`config.mk`:
```
export PLATFORM = sky130hd
export DESIGN_NAME = fecs_host
export DESIGN_NICKNAME = d
export VERILOG_FILES = /design/src/fecs_pkg.sv /design/src/fecs_bus_cycle.sv /design/src/fecs_host.sv
export VERILOG_INCLUDE_DIRS = /design/src
export SDC_FILE = /design/constraint.sdc
export NUM_CORES = 1
export LEC_CHECK = 0
export BUFFER_PORTS_ARGS = -buffer_cell sky130_fd_sc_hd__buf_2
export CORE_MARGIN = 2
export CORE_UTILIZATION = 26
export CTS_BUF_LIST = sky130_fd_sc_hd__clkbuf_16
export CTS_CLUSTER_SIZE = 10
export DETAILED_ROUTE_END_ITERATION = 8
export REMOVE_ABC_BUFFERS = 1
export SYNTH_ARGS = -nofsm -noshare
export SYNTH_HDL_FRONTEND = slang
export SYNTH_SLANG_ARGS = --single-unit
```
`constraint.sdc`:
```
create_clock -name i_clk_sys -period 4.57 [get_ports i_clk_sys]
set_input_delay 0.457 -clock i_clk_sys [delete_from_list [all_inputs] [get_ports i_clk_sys]]
set_output_delay 0.457 -clock i_clk_sys [all_outputs]
set_load 0.02 [all_outputs]
```
`src/fecs_params.svh`:
```
`ifndef FECS_PARAMS_SVH
`define FECS_PARAMS_SVH
// unlock addresses and command data (word mode)
`define FECS_ADDR_UNLOCK1   12'h555
`define FECS_ADDR_UNLOCK2   12'h2AA
`define FECS_ADDR_ANY       12'h000
`define FECS_D_UNLOCK1      8'hAA
`define FECS_D_UNLOCK2      8'h55
`define FECS_D_ERASE_SETUP  8'h80
`define FECS_D_SECT_ERASE   8'h30
`define FECS_D_RESUME       8'h30
`define FECS_D_SUSPEND      8'hB0
`define FECS_D_BUF_LOAD     8'h25
`define FECS_D_BUF_COMMIT   8'h29
`define FECS_D_RESET        8'hF0
`define FECS_D_BYPASS       8'h20
`define FECS_D_BYP_PROG     8'hA0
`define FECS_D_IDENT        8'h90
`define FECS_D_ZERO         8'h00
`define FECS_D_SECURE       8'h88
// identification-mode read offset for sector-group protect verify
`define FECS_OFS_PROT       12'h002
// sector address field position
`define FECS_SECT_LSB       15
// timing: acceptance window 50 us, host spacing kept below it
`define FECS_CLK_MHZ        25
`define FECS_WIN_US         50
`define FECS_WIN_CYC        (`FECS_WIN_US * `FECS_CLK_MHZ)
// host spaces added sectors by at most half the window
`define FECS_GAP_CYC        (`FECS_WIN_CYC / 2)
// write pulse low and recovery, in cycles
`define FECS_WE_LOW_CYC     3
`define FECS_WE_HIGH_CYC    2
`define FECS_RD_CYC         4
`endif

```
`src/fecs_pkg.sv`:
```
package fecs_pkg;
  // user-side operations
  typedef enum logic [3:0] {
    FECS_OP_ERASE,      // six-cycle sector erase
    FECS_OP_ADD_SECT,   // add sector in window
    FECS_OP_SUSPEND,
    FECS_OP_RESUME,
    FECS_OP_BUF_LOAD,   // four header writes of buffer load
    FECS_OP_BUF_WORD,   // one location/data write
    FECS_OP_BUF_COMMIT,
    FECS_OP_BUF_ABORT,
    FECS_OP_BYP_ENTER,
    FECS_OP_BYP_PROG,
    FECS_OP_BYP_EXIT,
    FECS_OP_SEC_ENTER,
    FECS_OP_SEC_EXIT,
    FECS_OP_PROT_VERIFY,
    FECS_OP_READ
  } fecs_op_t;
endpackage : fecs_pkg

```
`src/fecs_bus_cycle.sv`:
```
`timescale 1ns/1ps
`include "fecs_params.svh"
// one bus cycle on the flash pins: write pulse or read
module fecs_bus_cycle
  import fecs_pkg::*;
#(
  parameter int AW = 22,
  parameter int DW = 16
)(
  input  wire logic          i_clk_sys,    // system clock
  input  wire logic          i_rstn,       // async reset, low
  input  wire logic          i_ce,         // clock enable
  input  wire logic          i_go,         // start a cycle
  input  wire logic          i_rd,         // 1 read, 0 write
  input  wire logic [AW-1:0] i_addr,       // cycle address
  input  wire logic [DW-1:0] i_data,       // write data
  input  wire logic [DW-1:0] i_dq_in,      // data pins in
  output logic               o_busy,       // cycle running
  output logic               o_done,       // one-cycle end pulse
  output logic [DW-1:0]      o_rdata,      // captured read data
  output logic [AW-1:0]      o_addr,       // address pins
  output logic [DW-1:0]      o_dq_out,     // data pins out
  output logic               o_dq_oe,      // data pins driven
  output logic               o_we_n,       // write enable, low
  output logic               o_oe_n        // output enable, low
);
  typedef struct packed {
    logic          busy;
    logic          done;
    logic          rd;
    logic          hi;
    logic [3:0]    cnt;
    logic [DW-1:0] rdata;
    logic [AW-1:0] addr;
    logic [DW-1:0] dout;
    logic          oe;
    logic          we_n;
    logic          oe_n;
  } fecs_bc_t;
  fecs_bc_t s_r, s_nxt;

  // low phase then recovery phase; read samples at end of strobe
  always_comb
  begin
    s_nxt      = s_r;
    s_nxt.done = 1'b0;
    if (!s_r.busy)
    begin
      if (i_go)
      begin
        s_nxt.busy = 1'b1;
        s_nxt.rd   = i_rd;
        s_nxt.hi   = 1'b0;
        s_nxt.addr = i_addr;
        s_nxt.dout = i_data;
        s_nxt.oe   = ~i_rd;
        s_nxt.we_n = i_rd;
        s_nxt.oe_n = ~i_rd;
        s_nxt.cnt  = i_rd ? 4'(`FECS_RD_CYC) : 4'(`FECS_WE_LOW_CYC);
      end
    end
    else if (s_r.cnt > 4'h1)
      s_nxt.cnt = s_r.cnt - 4'h1;
    else if (!s_r.hi)
    begin
      // rising write edge latches the data in the device
      s_nxt.hi    = 1'b1;
      s_nxt.we_n  = 1'b1;
      s_nxt.oe_n  = 1'b1;
      s_nxt.cnt   = 4'(`FECS_WE_HIGH_CYC);
      if (s_r.rd)
        s_nxt.rdata = i_dq_in;
    end
    else
    begin
      s_nxt.busy = 1'b0;
      s_nxt.done = 1'b1;
      s_nxt.oe   = 1'b0;
    end
  end

  always_ff @(posedge i_clk_sys or negedge i_rstn)
  begin
    if (!i_rstn)
    begin
      s_r      <= '0;
      s_r.we_n <= 1'b1;
      s_r.oe_n <= 1'b1;
    end
    else if (i_ce)
      s_r <= s_nxt;
  end

  assign o_busy   = s_r.busy;
  assign o_done   = s_r.done;
  assign o_rdata  = s_r.rdata;
  assign o_addr   = s_r.addr;
  assign o_dq_out = s_r.dout;
  assign o_dq_oe  = s_r.oe;
  assign o_we_n   = s_r.we_n;
  assign o_oe_n   = s_r.oe_n;
endmodule : fecs_bus_cycle

```
`src/fecs_host.sv`:
```
`timescale 1ns/1ps
`include "fecs_params.svh"
module fecs_host
  import fecs_pkg::*;
#(
  parameter int AW      = 22,
  parameter int DW      = 16,
  parameter int GAP_CYC = `FECS_GAP_CYC
)(
  input  wire logic          i_clk_sys,    // system clock 25 MHz
  input  wire logic          i_rstn,       // async reset, low
  input  wire logic          i_ce,         // clock enable
  input  wire logic          i_req,        // operation request
  input  wire fecs_op_t      i_op,         // operation code
  input  wire logic [AW-1:0] i_addr,       // sector or program address
  input  wire logic [DW-1:0] i_wdata,      // program word or word count
  input  wire logic [DW-1:0] i_dq_in,      // flash data pins in
  output logic               o_ready,      // accepts a request
  output logic               o_done,       // operation finished pulse
  output logic               o_late,       // add-sector spacing exceeded
  output logic [DW-1:0]      o_rdata,      // last read data
  output logic               o_window,     // add-sector window believed open
  output logic [AW-1:0]      o_flash_addr, // flash address pins
  output logic [DW-1:0]      o_dq_out,     // flash data out
  output logic               o_dq_oe,      // flash data driven
  output logic               o_we_n,       // flash write enable
  output logic               o_oe_n        // flash output enable
);
  typedef enum logic [2:0] {ST_IDLE, ST_ISSUE, ST_WAIT, ST_FIN} fecs_st_t;
  typedef struct packed {
    fecs_st_t      st;
    fecs_op_t      op;
    logic [2:0]    idx;     // cycle in sequence
    logic [2:0]    len;     // cycles in sequence
    logic [AW-1:0] addr;
    logic [DW-1:0] wdata;
    logic [15:0]   gap;     // cycles since last sector write
    logic          win;
    logic          late;
    logic          done;
    logic [DW-1:0] rdata;
    logic          rdy;     // idle, registered for the ready output
  } fecs_host_t;
  fecs_host_t s_r, s_nxt;

  logic          bc_go;
  logic          bc_rd;
  logic [AW-1:0] bc_addr;
  logic [DW-1:0] bc_data;
  logic          bc_done;
  logic [DW-1:0] bc_rdata;

  // sequence table: address and data of cycle idx for the held op
  always_comb
  begin
    logic [11:0] ua;
    logic [7:0]  ud;
    logic        raw;
    ua      = `FECS_ADDR_ANY;
    ud      = `FECS_D_ZERO;
    raw     = 1'b0;   // full address from user, not unlock
    bc_rd   = 1'b0;   // command cycles are writes
    bc_data = '0;
    case (s_r.op)
      FECS_OP_ERASE:
        case (s_r.idx)
          3'd0: begin ua = `FECS_ADDR_UNLOCK1; ud = `FECS_D_UNLOCK1; end
          3'd1: begin ua = `FECS_ADDR_UNLOCK2; ud = `FECS_D_UNLOCK2; end
          3'd2: begin ua = `FECS_ADDR_UNLOCK1; ud = `FECS_D_ERASE_SETUP; end
          3'd3: begin ua = `FECS_ADDR_UNLOCK1; ud = `FECS_D_UNLOCK1; end
          3'd4: begin ua = `FECS_ADDR_UNLOCK2; ud = `FECS_D_UNLOCK2; end
          default: begin raw = 1'b1; ud = `FECS_D_SECT_ERASE; end
        endcase
      FECS_OP_ADD_SECT:   begin raw = 1'b1; ud = `FECS_D_SECT_ERASE; end
      FECS_OP_SUSPEND:    ud = `FECS_D_SUSPEND;
      FECS_OP_RESUME:     ud = `FECS_D_RESUME;
      FECS_OP_BUF_LOAD:
        case (s_r.idx)
          3'd0: begin ua = `FECS_ADDR_UNLOCK1; ud = `FECS_D_UNLOCK1; end
          3'd1: begin ua = `FECS_ADDR_UNLOCK2; ud = `FECS_D_UNLOCK2; end
          3'd2: begin raw = 1'b1; ud = `FECS_D_BUF_LOAD; end
          default: raw = 1'b1;                                    // count
        endcase
      FECS_OP_BUF_WORD,
      FECS_OP_BYP_PROG:
        if (s_r.op == FECS_OP_BYP_PROG && s_r.idx == 3'd0)
          ud = `FECS_D_BYP_PROG;
        else
          raw = 1'b1;
      FECS_OP_BUF_COMMIT: begin raw = 1'b1; ud = `FECS_D_BUF_COMMIT; end
      FECS_OP_BYP_EXIT:
        ud = (s_r.idx == 3'd0) ? `FECS_D_IDENT : `FECS_D_ZERO;
      FECS_OP_BUF_ABORT, FECS_OP_BYP_ENTER, FECS_OP_SEC_ENTER,
      FECS_OP_SEC_EXIT, FECS_OP_PROT_VERIFY:
        case (s_r.idx)
          3'd0: begin ua = `FECS_ADDR_UNLOCK1; ud = `FECS_D_UNLOCK1; end
          3'd1: begin ua = `FECS_ADDR_UNLOCK2; ud = `FECS_D_UNLOCK2; end
          3'd2:
          begin
            ua = `FECS_ADDR_UNLOCK1;
            case (s_r.op)
              FECS_OP_BUF_ABORT: ud = `FECS_D_RESET;
              FECS_OP_BYP_ENTER: ud = `FECS_D_BYPASS;
              FECS_OP_SEC_ENTER: ud = `FECS_D_SECURE;
              default:           ud = `FECS_D_IDENT;
            endcase
          end
          default:
            if (s_r.op == FECS_OP_PROT_VERIFY)
            begin
              // sector field plus offset 02, read cycle
              bc_rd = 1'b1;
              raw   = 1'b1;
            end
            else
              ud = `FECS_D_ZERO;
        endcase
      FECS_OP_READ: begin raw = 1'b1; bc_rd = 1'b1; end
      default: ;
    endcase
    if (raw)
    begin
      bc_addr = s_r.addr;
      if (s_r.op == FECS_OP_PROT_VERIFY)
        bc_addr = {s_r.addr[AW-1:`FECS_SECT_LSB], {`FECS_SECT_LSB{1'b0}}}
                  | AW'(`FECS_OFS_PROT);
      bc_data = (s_r.op == FECS_OP_ERASE || s_r.op == FECS_OP_ADD_SECT ||
                 s_r.op == FECS_OP_BUF_COMMIT ||
                 (s_r.op == FECS_OP_BUF_LOAD && s_r.idx == 3'd2))
                ? DW'(ud) : s_r.wdata;
    end
    else
    begin
      bc_addr = AW'(ua);                                          // high bits zero
      bc_data = DW'(ud);
    end
  end

  // sequence length for each op
  function automatic logic [2:0] fecs_len(input fecs_op_t op);
    case (op)
      FECS_OP_ERASE:       fecs_len = 3'd6;
      FECS_OP_BUF_LOAD:    fecs_len = 3'd4;
      FECS_OP_BUF_ABORT,
      FECS_OP_BYP_ENTER,
      FECS_OP_SEC_ENTER:   fecs_len = 3'd3;
      FECS_OP_SEC_EXIT,
      FECS_OP_PROT_VERIFY: fecs_len = 3'd4;
      FECS_OP_BYP_PROG,
      FECS_OP_BYP_EXIT:    fecs_len = 3'd2;
      default:             fecs_len = 3'd1;
    endcase
  endfunction : fecs_len

  // request sequencing and window tracking
  always_comb
  begin
    s_nxt      = s_r;
    s_nxt.done = 1'b0;
    bc_go      = 1'b0;
    if (s_r.win)
    begin
      if (s_r.gap == 16'(GAP_CYC))
        s_nxt.win = 1'b0;
      else
        s_nxt.gap = s_r.gap + 16'h1;
    end
    case (s_r.st)
      ST_IDLE:
        if (i_req)
        begin
          s_nxt.op    = i_op;
          s_nxt.addr  = i_addr;
          s_nxt.wdata = i_wdata;
          s_nxt.idx   = 3'd0;
          s_nxt.len   = fecs_len(i_op);
          s_nxt.late  = (i_op == FECS_OP_ADD_SECT) && !s_r.win;
          // anything but add ends the window, suspend included
          if (i_op != FECS_OP_ADD_SECT && i_op != FECS_OP_SUSPEND)
            s_nxt.win = 1'b0;
          if (i_op == FECS_OP_SUSPEND)
            s_nxt.win = 1'b0;
          s_nxt.st = ST_ISSUE;
        end
      ST_ISSUE:
      begin
        bc_go    = 1'b1;
        s_nxt.st = ST_WAIT;
      end
      ST_WAIT:
        if (bc_done)
        begin
          if (bc_rd)
            s_nxt.rdata = bc_rdata;
          if (s_r.idx == s_r.len - 3'd1)
          begin
            // window counted from the done pulse of the last write cycle
            if (s_r.op == FECS_OP_ERASE || s_r.op == FECS_OP_ADD_SECT)
            begin
              s_nxt.win = !s_r.late;
              s_nxt.gap = '0;
            end
            s_nxt.st = ST_FIN;
          end
          else
          begin
            s_nxt.idx = s_r.idx + 3'd1;
            s_nxt.st  = ST_ISSUE;
          end
        end
      ST_FIN:
      begin
        s_nxt.done = 1'b1;
        s_nxt.st   = ST_IDLE;
      end
      default: s_nxt.st = ST_IDLE;
    endcase
    // ready follows the next state so the output stays a plain flop
    s_nxt.rdy = (s_nxt.st == ST_IDLE);
  end

  always_ff @(posedge i_clk_sys or negedge i_rstn)
  begin
    if (!i_rstn)
    begin
      s_r    <= '0;
      s_r.st <= ST_IDLE;
      s_r.op <= FECS_OP_READ;
      s_r.rdy <= 1'b1;
    end
    else if (i_ce)
      s_r <= s_nxt;
  end

  fecs_bus_cycle #(.AW(AW), .DW(DW)) u_cycle (
    .i_clk_sys (i_clk_sys),
    .i_rstn    (i_rstn),
    .i_ce      (i_ce),
    .i_go      (bc_go),
    .i_rd      (bc_rd),
    .i_addr    (bc_addr),
    .i_data    (bc_data),
    .i_dq_in   (i_dq_in),
    .o_busy    (),
    .o_done    (bc_done),
    .o_rdata   (bc_rdata),
    .o_addr    (o_flash_addr),
    .o_dq_out  (o_dq_out),
    .o_dq_oe   (o_dq_oe),
    .o_we_n    (o_we_n),
    .o_oe_n    (o_oe_n)
  );

  assign o_ready  = s_r.rdy;
  assign o_done   = s_r.done;
  assign o_late   = s_r.late;
  assign o_rdata  = s_r.rdata;
  assign o_window = s_r.win;
endmodule : fecs_host

```
==> results of run 1 <==
logic make-up after synthesis:
kind of cell	Yosys count	synth area share [%]
AOI/OAI and AO/OA	146	13.3
muxes	75	11.0
adders and majority gates	14	2.29
DFF	152	49.7
buffers and inverters	113	8.57
xor gates and xnor gates	21	2.60
and+or+nand+nor	189	12.4
state kept, by name, summed over array words and instances (netlist names), 6 cells and up:
register / flops
u_cycle.s_r: 6
u_cycle.o_addr: 22
s_r: 67
u_cycle.o_rdata: 16
u_cycle.o_dq_out: 16
o_rdata: 16
worst paths after layout:
path	end	slack, ps	cells past startpoint
worst min-delay path	u_cycle.o_addr[15]	60	1
worst max-delay path	s_r[24]	1620	5
min in group i_clk_sys	s_r[45]	260	2
worst max register to register	s_r[24]	1620	5
max in group asynchronous	o_rdata[6]	3470	2
worst min register to register	u_cycle.o_dq_out[2]	470	2
final cells by class:
type | instances | area [um^2]
Multi-Input combinational cell | 445 | 3200
Timing Repair Buffer | 130 | 677
Tap cell | 384 | 480
Clock buffer | 17 | 425
Fill cell | 3006 | 20000
Clock inverter | 15 | 190
Sequential cell | 152 | 3810
Inverter | 23 | 86.3
per-stage QoR:
| stage | util [%] | instance area [um^2] | setup slack (ps) | power (mW) |
|---|---|---|---|---|
| after floorplan | - | 7090 | 1710 | 2.96 |
| after global placement | 28.6 | 8260 | 1680 | 3.46 |
| after detailed placement | 28.6 | 8260 | 1600 | 3.47 |
| after CTS | 30.8 | 8870 | 1570 | 4.98 |
| after global routing | 30.8 | 8870 | 1340 | 5.25 |
| final | 30.8 | 8870 | 1620 | 4.93 |
cell usage after synthesis, types with 15 or more instances:
cell / number / area share, %
buf_4: 57 / 5.6
clkbuf_1: 26 / 1.3
dfrtp_1: 146 / 48
inv_1: 23 / 1.1
mux2_2: 75 / 11
nand2_1: 65 / 3.2
nor2_1: 44 / 2.2
nor3_1: 15 / 0.98
o21ai_0: 41 / 2.7
routing by layer:
metal  vias to the layer above  track usage (%)
met5                         -                0
met1                      2638             15.6
met3                        15             3.31
li1                       2588                -
met4                         0             2.75
met2                       123             19.0
critical path: stages (launching register included):
cell	delay (ps)
dfrtp_1	510
or3b_4	450
or4_4	580
nor4_4	180
nor2b_1	910
nor2_1	150
power groups by stage:
| stage | Clock [mW] | Sequential (mW) | Combinational, mW |
|---|---|---|---|
| finish | 1.48 | 1.96 | 1.48 |
| global route | 1.59 | 2.01 | 1.65 |
| CTS | 1.53 | 1.96 | 1.49 |
| detailed placement | 0 | 1.98 | 1.49 |
| global placement | 0 | 1.98 | 1.48 |
| floorplan | 0 | 2.00 | 0.959 |
==> impl_metrics.csv, run 1 <==
group,metric,value,unit
cells_and_area,layout_commonest_cell,"dfrtp_1",
route,highest_layer,"met4",
route,num_vias,5364,
clock_tree,path_clk_slew,70,ps
route,ant_nets,0,
clock_tree,cts_resized,0,
power,clkPwrFrac,30.1,%
run_status,outcome,"finished, final reports clean",
power,seqPwrFrac,39.8,%
sta,fmax,0.339,GHz
floorplanning,start_util,26.5,%
synth,ys_seq_area_share,49.7,%
route,wl_met3,993,um
run,cap_violations,0,
synth,synth-main-ff-cell,"dfrtp_1",
grt,first_global_vias,5353,
grt,grt_max_degree,76,
floorplanning,row_count,62,
placement,portBuffers,122,
sta,setup-violations-final,0,
sta,holdWs,56.0,ps
synth,synth-async-reset-ratio,100,%
cells_and_area,finalNetCount,845,
clock_tree,htree_levels,4,
route,drt_wl_total,17.7,mm
sta,finalCriticalPeriod,2950,ps
route,wl_met2,8.31,mm
synth,avgSynthCellArea,10.8,um^2
clock_tree,holdBufCountCts,0,
sta,fin_skew,7.88,ps
placement,dp_cells,1134,
power,power.density,555,mW/mm^2
clock_tree,clk_latency,420,ps
clock_tree,clockBufferDepth,2,
route,firstDrtPassIters,4,
route,met1_length,8.22,mm
route,drt-initial-drc-count,352,
worst_setup_path,startpoint,"s_r[85]",
power,irDropWorstVdd,0.231,mV
cells_and_area,fin_cells,1166,
sta,slew_viol_final,0,
sta,fin_crit_sh,64.5,%
sta,relSlewSlack,25.5,%
route,viasPerCell,4.60,
synth,synth_area,0.00766,mm^2
clock_tree,cts_sinks,152,
sta,finalSetupTns,0,ps
floorplanning,die_area,0.0309,mm^2
synth,ys_seq_elements,152,
clock_tree,postCtsSetupBuffers,0,
cells_and_area,n_antenna_cell,0,
floorplanning,core,0.0289,mm^2
grt,grt.overflow.total,0,
synth,synth_warnings,0,
worst_setup_path,crit_arrival,3210,ps
worst_setup_path,cp-end-kind,"flip-flop",
worst_hold_path,hp-class,"in2async",
sta,worst_pin_slew,1110,ps
cells_and_area,final_cell_mix,"dfrtp_1 (146), buf_2 (121), mux2_2 (75)",
power,intPower,3.16,mW
clock_tree,cts_buffers,17,
sta,hold_viol_final,0,
synth,synth-edff-count,0,
synth,synthDistinctLibCells,70,
worst_setup_path,cp-start-kind,"flip-flop",
floorplanning,die_w,176,um
placement,hpwl,12.3,mm
route,wl_per_cell,15.2,um
clock_tree,cts_root_buffer,"clkbuf_16",
power,netSwitchingFraction,35.9,%
floorplanning,die_h,176,um
route,drcViolationCount,0,
cells_and_area,area_delta_synth_final,15.8,%
synth,synthCells,710,
worst_setup_path,r2r-start,"s_r[85]",
grt,track_usage,11.8,%
power,power_frac_comb,30.1,%
power,p_sw,1.77,mW
power,p_leak,4.13,nW
worst_setup_path,worstSetupPathType,"reg2reg",
floorplanning,boundaryPins,123,
sta,rsz0062_at_grt,"no",
worst_setup_path,worstPathRequired,4830,ps
grt,grt_antenna_before_repair,0,
placement,gp_congestion,0.856,
clock_tree,cts_tree,"done",
cells_and_area,drive_above_1_share,33.1,%
grt,grt_first_pass_wirelength,29.0,mm
worst_setup_path,worst-path-max-fanout,16,
Power figures use the tool's default switching activity.
==> run 2, diff against run 1 <==
ABC_AREA = 1   (was default)
clock period = 2.7 ns   (was 4.57 ns; I/O delays follow)
==> run 2 against run 1 <==
Routed wire length up 3.8%. Cell count up 23%. Global-route usage up 0.32 points. Setup slack worse by 1200 ps. First-iteration DRC count down 6.3%. Combinational power up 130%. Largest power group unchanged. Non-clock buffer count up 2. Power up 92%. Clock-buffer cell count unchanged. Highest routed layer unchanged. Synthesized cell count up 36%.
==> impl_metrics.csv, run 2 <==
group,metric,value,unit
floorplanning,core,0.0289,mm^2
sta,relSlewSlack,60.6,%
worst_setup_path,r2r-start,"s_r[78]",
sta,rsz0062_at_grt,"no",
run,cap_violations,0,
synth,ys_top_cells_by_area,"dfrtp_1 (47%), nand2_1 (17%), buf_4 (5.6%), inv_1 (3.9%), nor2_1 (3.7%)",
synth,ys_seq_elements,152,
route,drt_wl_total,18.3,mm
cells_and_area,drive_above_1_share,19.7,%
placement,portBuffers,122,
cells_and_area,final_core_util,31.0,%
worst_setup_path,worstPathRequired,3020,ps
synth,synth_most_common_cell,"nand2_1",
power,netSwitchingFraction,39.6,%
placement,dp_slack,430,ps
clock_tree,cts_root_buffer,"clkbuf_16",
floorplanning,die_h,176,um
placement,place_area,0.00833,mm^2
worst_hold_path,min_from,"i_addr[19]",
worst_setup_path,cp_common_cell,"inv_1",
grt,grt_max_degree,60,
floorplanning,row_count,62,
sta,fin_skew,12.1,ps
cells_and_area,finalNetCount,1112,
sta,worst_pin_slew,587,ps
synth,synthDistinctLibCells,37,
sta,fmax,0.444,GHz
clock_tree,holdBufCountCts,1,
sta,setup-violations-final,0,
grt,grt_first_pass_wirelength,30.3,mm
clock_tree,cts_buffers,17,
power,power.density,1050,mW/mm^2
worst_hold_path,hold_end,"s_r[71]",
floorplanning,die_area,0.0310,mm^2
worst_setup_path,r2r_setup_slack,450,ps
cells_and_area,nFillCells,3094,
worst_hold_path,hp-class,"in2reg",
run_status,outcome,"finished, final reports clean",
worst_setup_path,r2r_end,"o_rdata[7]",
clock_tree,path_clk_slew,70,ps
synth,synth_warnings,0,
synth,synth-async-reset-ratio,100,%
grt,grt.overflow.total,0,
route,ant_nets,0,
sta,fin_crit_sh,83.4,%
synth,avgSynthCellArea,7.96,um^2
synth,synthCells,967,
cells_and_area,final_cell_mix,"nand2_1 (339), dfrtp_1 (146), buf_2 (121)",
power,power,9.47,mW
grt,grt_antenna_before_repair,0,
sta,hold_viol_final,0,
power,clkPwrFrac,27.5,%
sta,finalSetupTns,0,ps
power,p_sw,3.75,mW
synth,synth-main-ff-cell,"dfrtp_1",
cells_and_area,largest_reg_flops,67,
sta,finalCriticalPeriod,2250,ps
cells_and_area,layout_commonest_cell,"nand2_1",
cells_and_area,top_register,"s_r",
placement,gp_congestion,0.830,
worst_hold_path,holdPathStages,3,
worst_setup_path,worst-path-max-fanout,32,
synth,synth_common_cells,"nand2_1 (339), dfrtp_1 (146), inv_1 (79)",
synth,synth_top_area_share,47.5,%
power,p_leak,4.87,nW
route,num_vias,6244,
sta,slew_viol_final,0,
route,firstDrtPassIters,6,
route,viasPerCell,4.35,
clock_tree,cts_resized,0,
power,irDropWorstVdd,0.463,mV
power,power_frac_comb,35.5,%
clock_tree,cts_sinks,152,
clock_tree,htree_levels,4,
worst_setup_path,crit_arrival,2570,ps
synth,synth_area,0.00769,mm^2
worst_setup_path,slowest_stage,"nand3_2",
grt,track_usage,12.1,%
synth,synth-edff-count,0,
route,drt-initial-drc-count,330,
route,drcViolationCount,0,
clock_tree,postCtsSetupBuffers,0,
synth,ys_seq_area_share,49.5,%
clock_tree,clk_latency,420,ps
route,wl_per_cell,12.8,um
worst_setup_path,crit_chain,"inv_1 > ha_1 > inv_1 > nor2_1 > nor2_2 > nand3_1 > o21ai_2 > nand3_2 > o21ai_0",
placement,dp_cells,1400,
worst_setup_path,reg2reg_depth,9,
worst_setup_path,max_stage_delay,470,ps
placement,hpwl,12.8,mm
cells_and_area,area_delta_synth_final,16.8,%
worst_setup_path,cp-start-kind,"flip-flop",
worst_setup_path,worstSetupPathType,"reg2reg",
floorplanning,die_w,176,um
clock_tree,clockBufferDepth,2,
grt,first_global_vias,6063,
sta,fin_ws,447,ps
worst_setup_path,cp-end-kind,"flip-flop",
cells_and_area,fin_cells,1434,
sta,holdWs,37.3,ps
clock_tree,cts_tree,"done",
synth,yosys.area.top_type,"dfrtp_1",
power,intPower,5.72,mW
cells_and_area,final_area,0.00898,mm^2
floorplanning,boundaryPins,123,
floorplanning,start_util,26.6,%
power,seqPwrFrac,37.0,%
-- run 2: cells by family after synthesis --
| kind of cell | synth area share [%] |
|---|---|
| compound gates | 8.00 |
| simple gates | 28.4 |
| fa+ha+maj | 2.28 |
| flops | 49.5 |
| xor+xnor | 0.342 |
| buf+inv | 11.4 |
-- run 2: layer usage --
metal | share of wire (%) | vias up | GRT usage [%]
li1 | - | 3134 | -
met1 | 47 | 2906 | 16.4
met2 | 45 | 185 | 19.1
met3 | 6.4 | 19 | 3.36
met4 | 1.1 | 0 | 2.75
met5 | 0 | - | 0
-- run 2: area by class of cell --
| cell class | instances | area (um^2) | area share [%] |
|---|---|---|---|
| Tap cell | 384 | 480 | 5.35 |
| Timing Repair Buffer | 132 | 719 | 8.01 |
| Multi-Input combinational cell | 647 | 3010 | 33.5 |
| Sequential cell | 152 | 3810 | 42.4 |
| Clock buffer | 17 | 425 | 4.74 |
| Clock inverter | 15 | 211 | 2.35 |
| Inverter | 86 | 323 | 3.59 |
| Antenna cell | 1 | 2.50 | 0.0279 |
-- run 2: worst max path at each step --
stage,from,endpoint,slack (ps),cells past startpoint
global route,s_r[78],o_rdata[2],90,9
finish,s_r[78],o_rdata[7],450,9
global placement,s_r[77],o_rdata[1],520,9
CTS,s_r[78],o_rdata[7],380,9
floorplan,s_r[84],s_r[74],140,7
detailed placement,s_r[78],o_rdata[7],430,9
-- run 2: critical path, delay by kind of cell, from the launching register on --
kind / cells / cell delay [ps]
AO/OA/AOI/OAI: 2 / 460
AND/OR/NAND/NOR: 4 / 810
buffers and inverters: 2 / 210
flip-flops: 1 / 440
adder cells (fa/ha/maj): 1 / 230
-- run 2: power by group through the flow --
stage | registers (mW) | clock network (mW) | logic (mW)
after detailed placement | 3.52 | 0 | 3.38
after global placement | 3.51 | 0 | 3.34
final | 3.50 | 2.61 | 3.36
after floorplan | 3.76 | 0 | 2.02
after global routing | 3.60 | 2.77 | 3.82
after CTS | 3.50 | 2.68 | 3.39
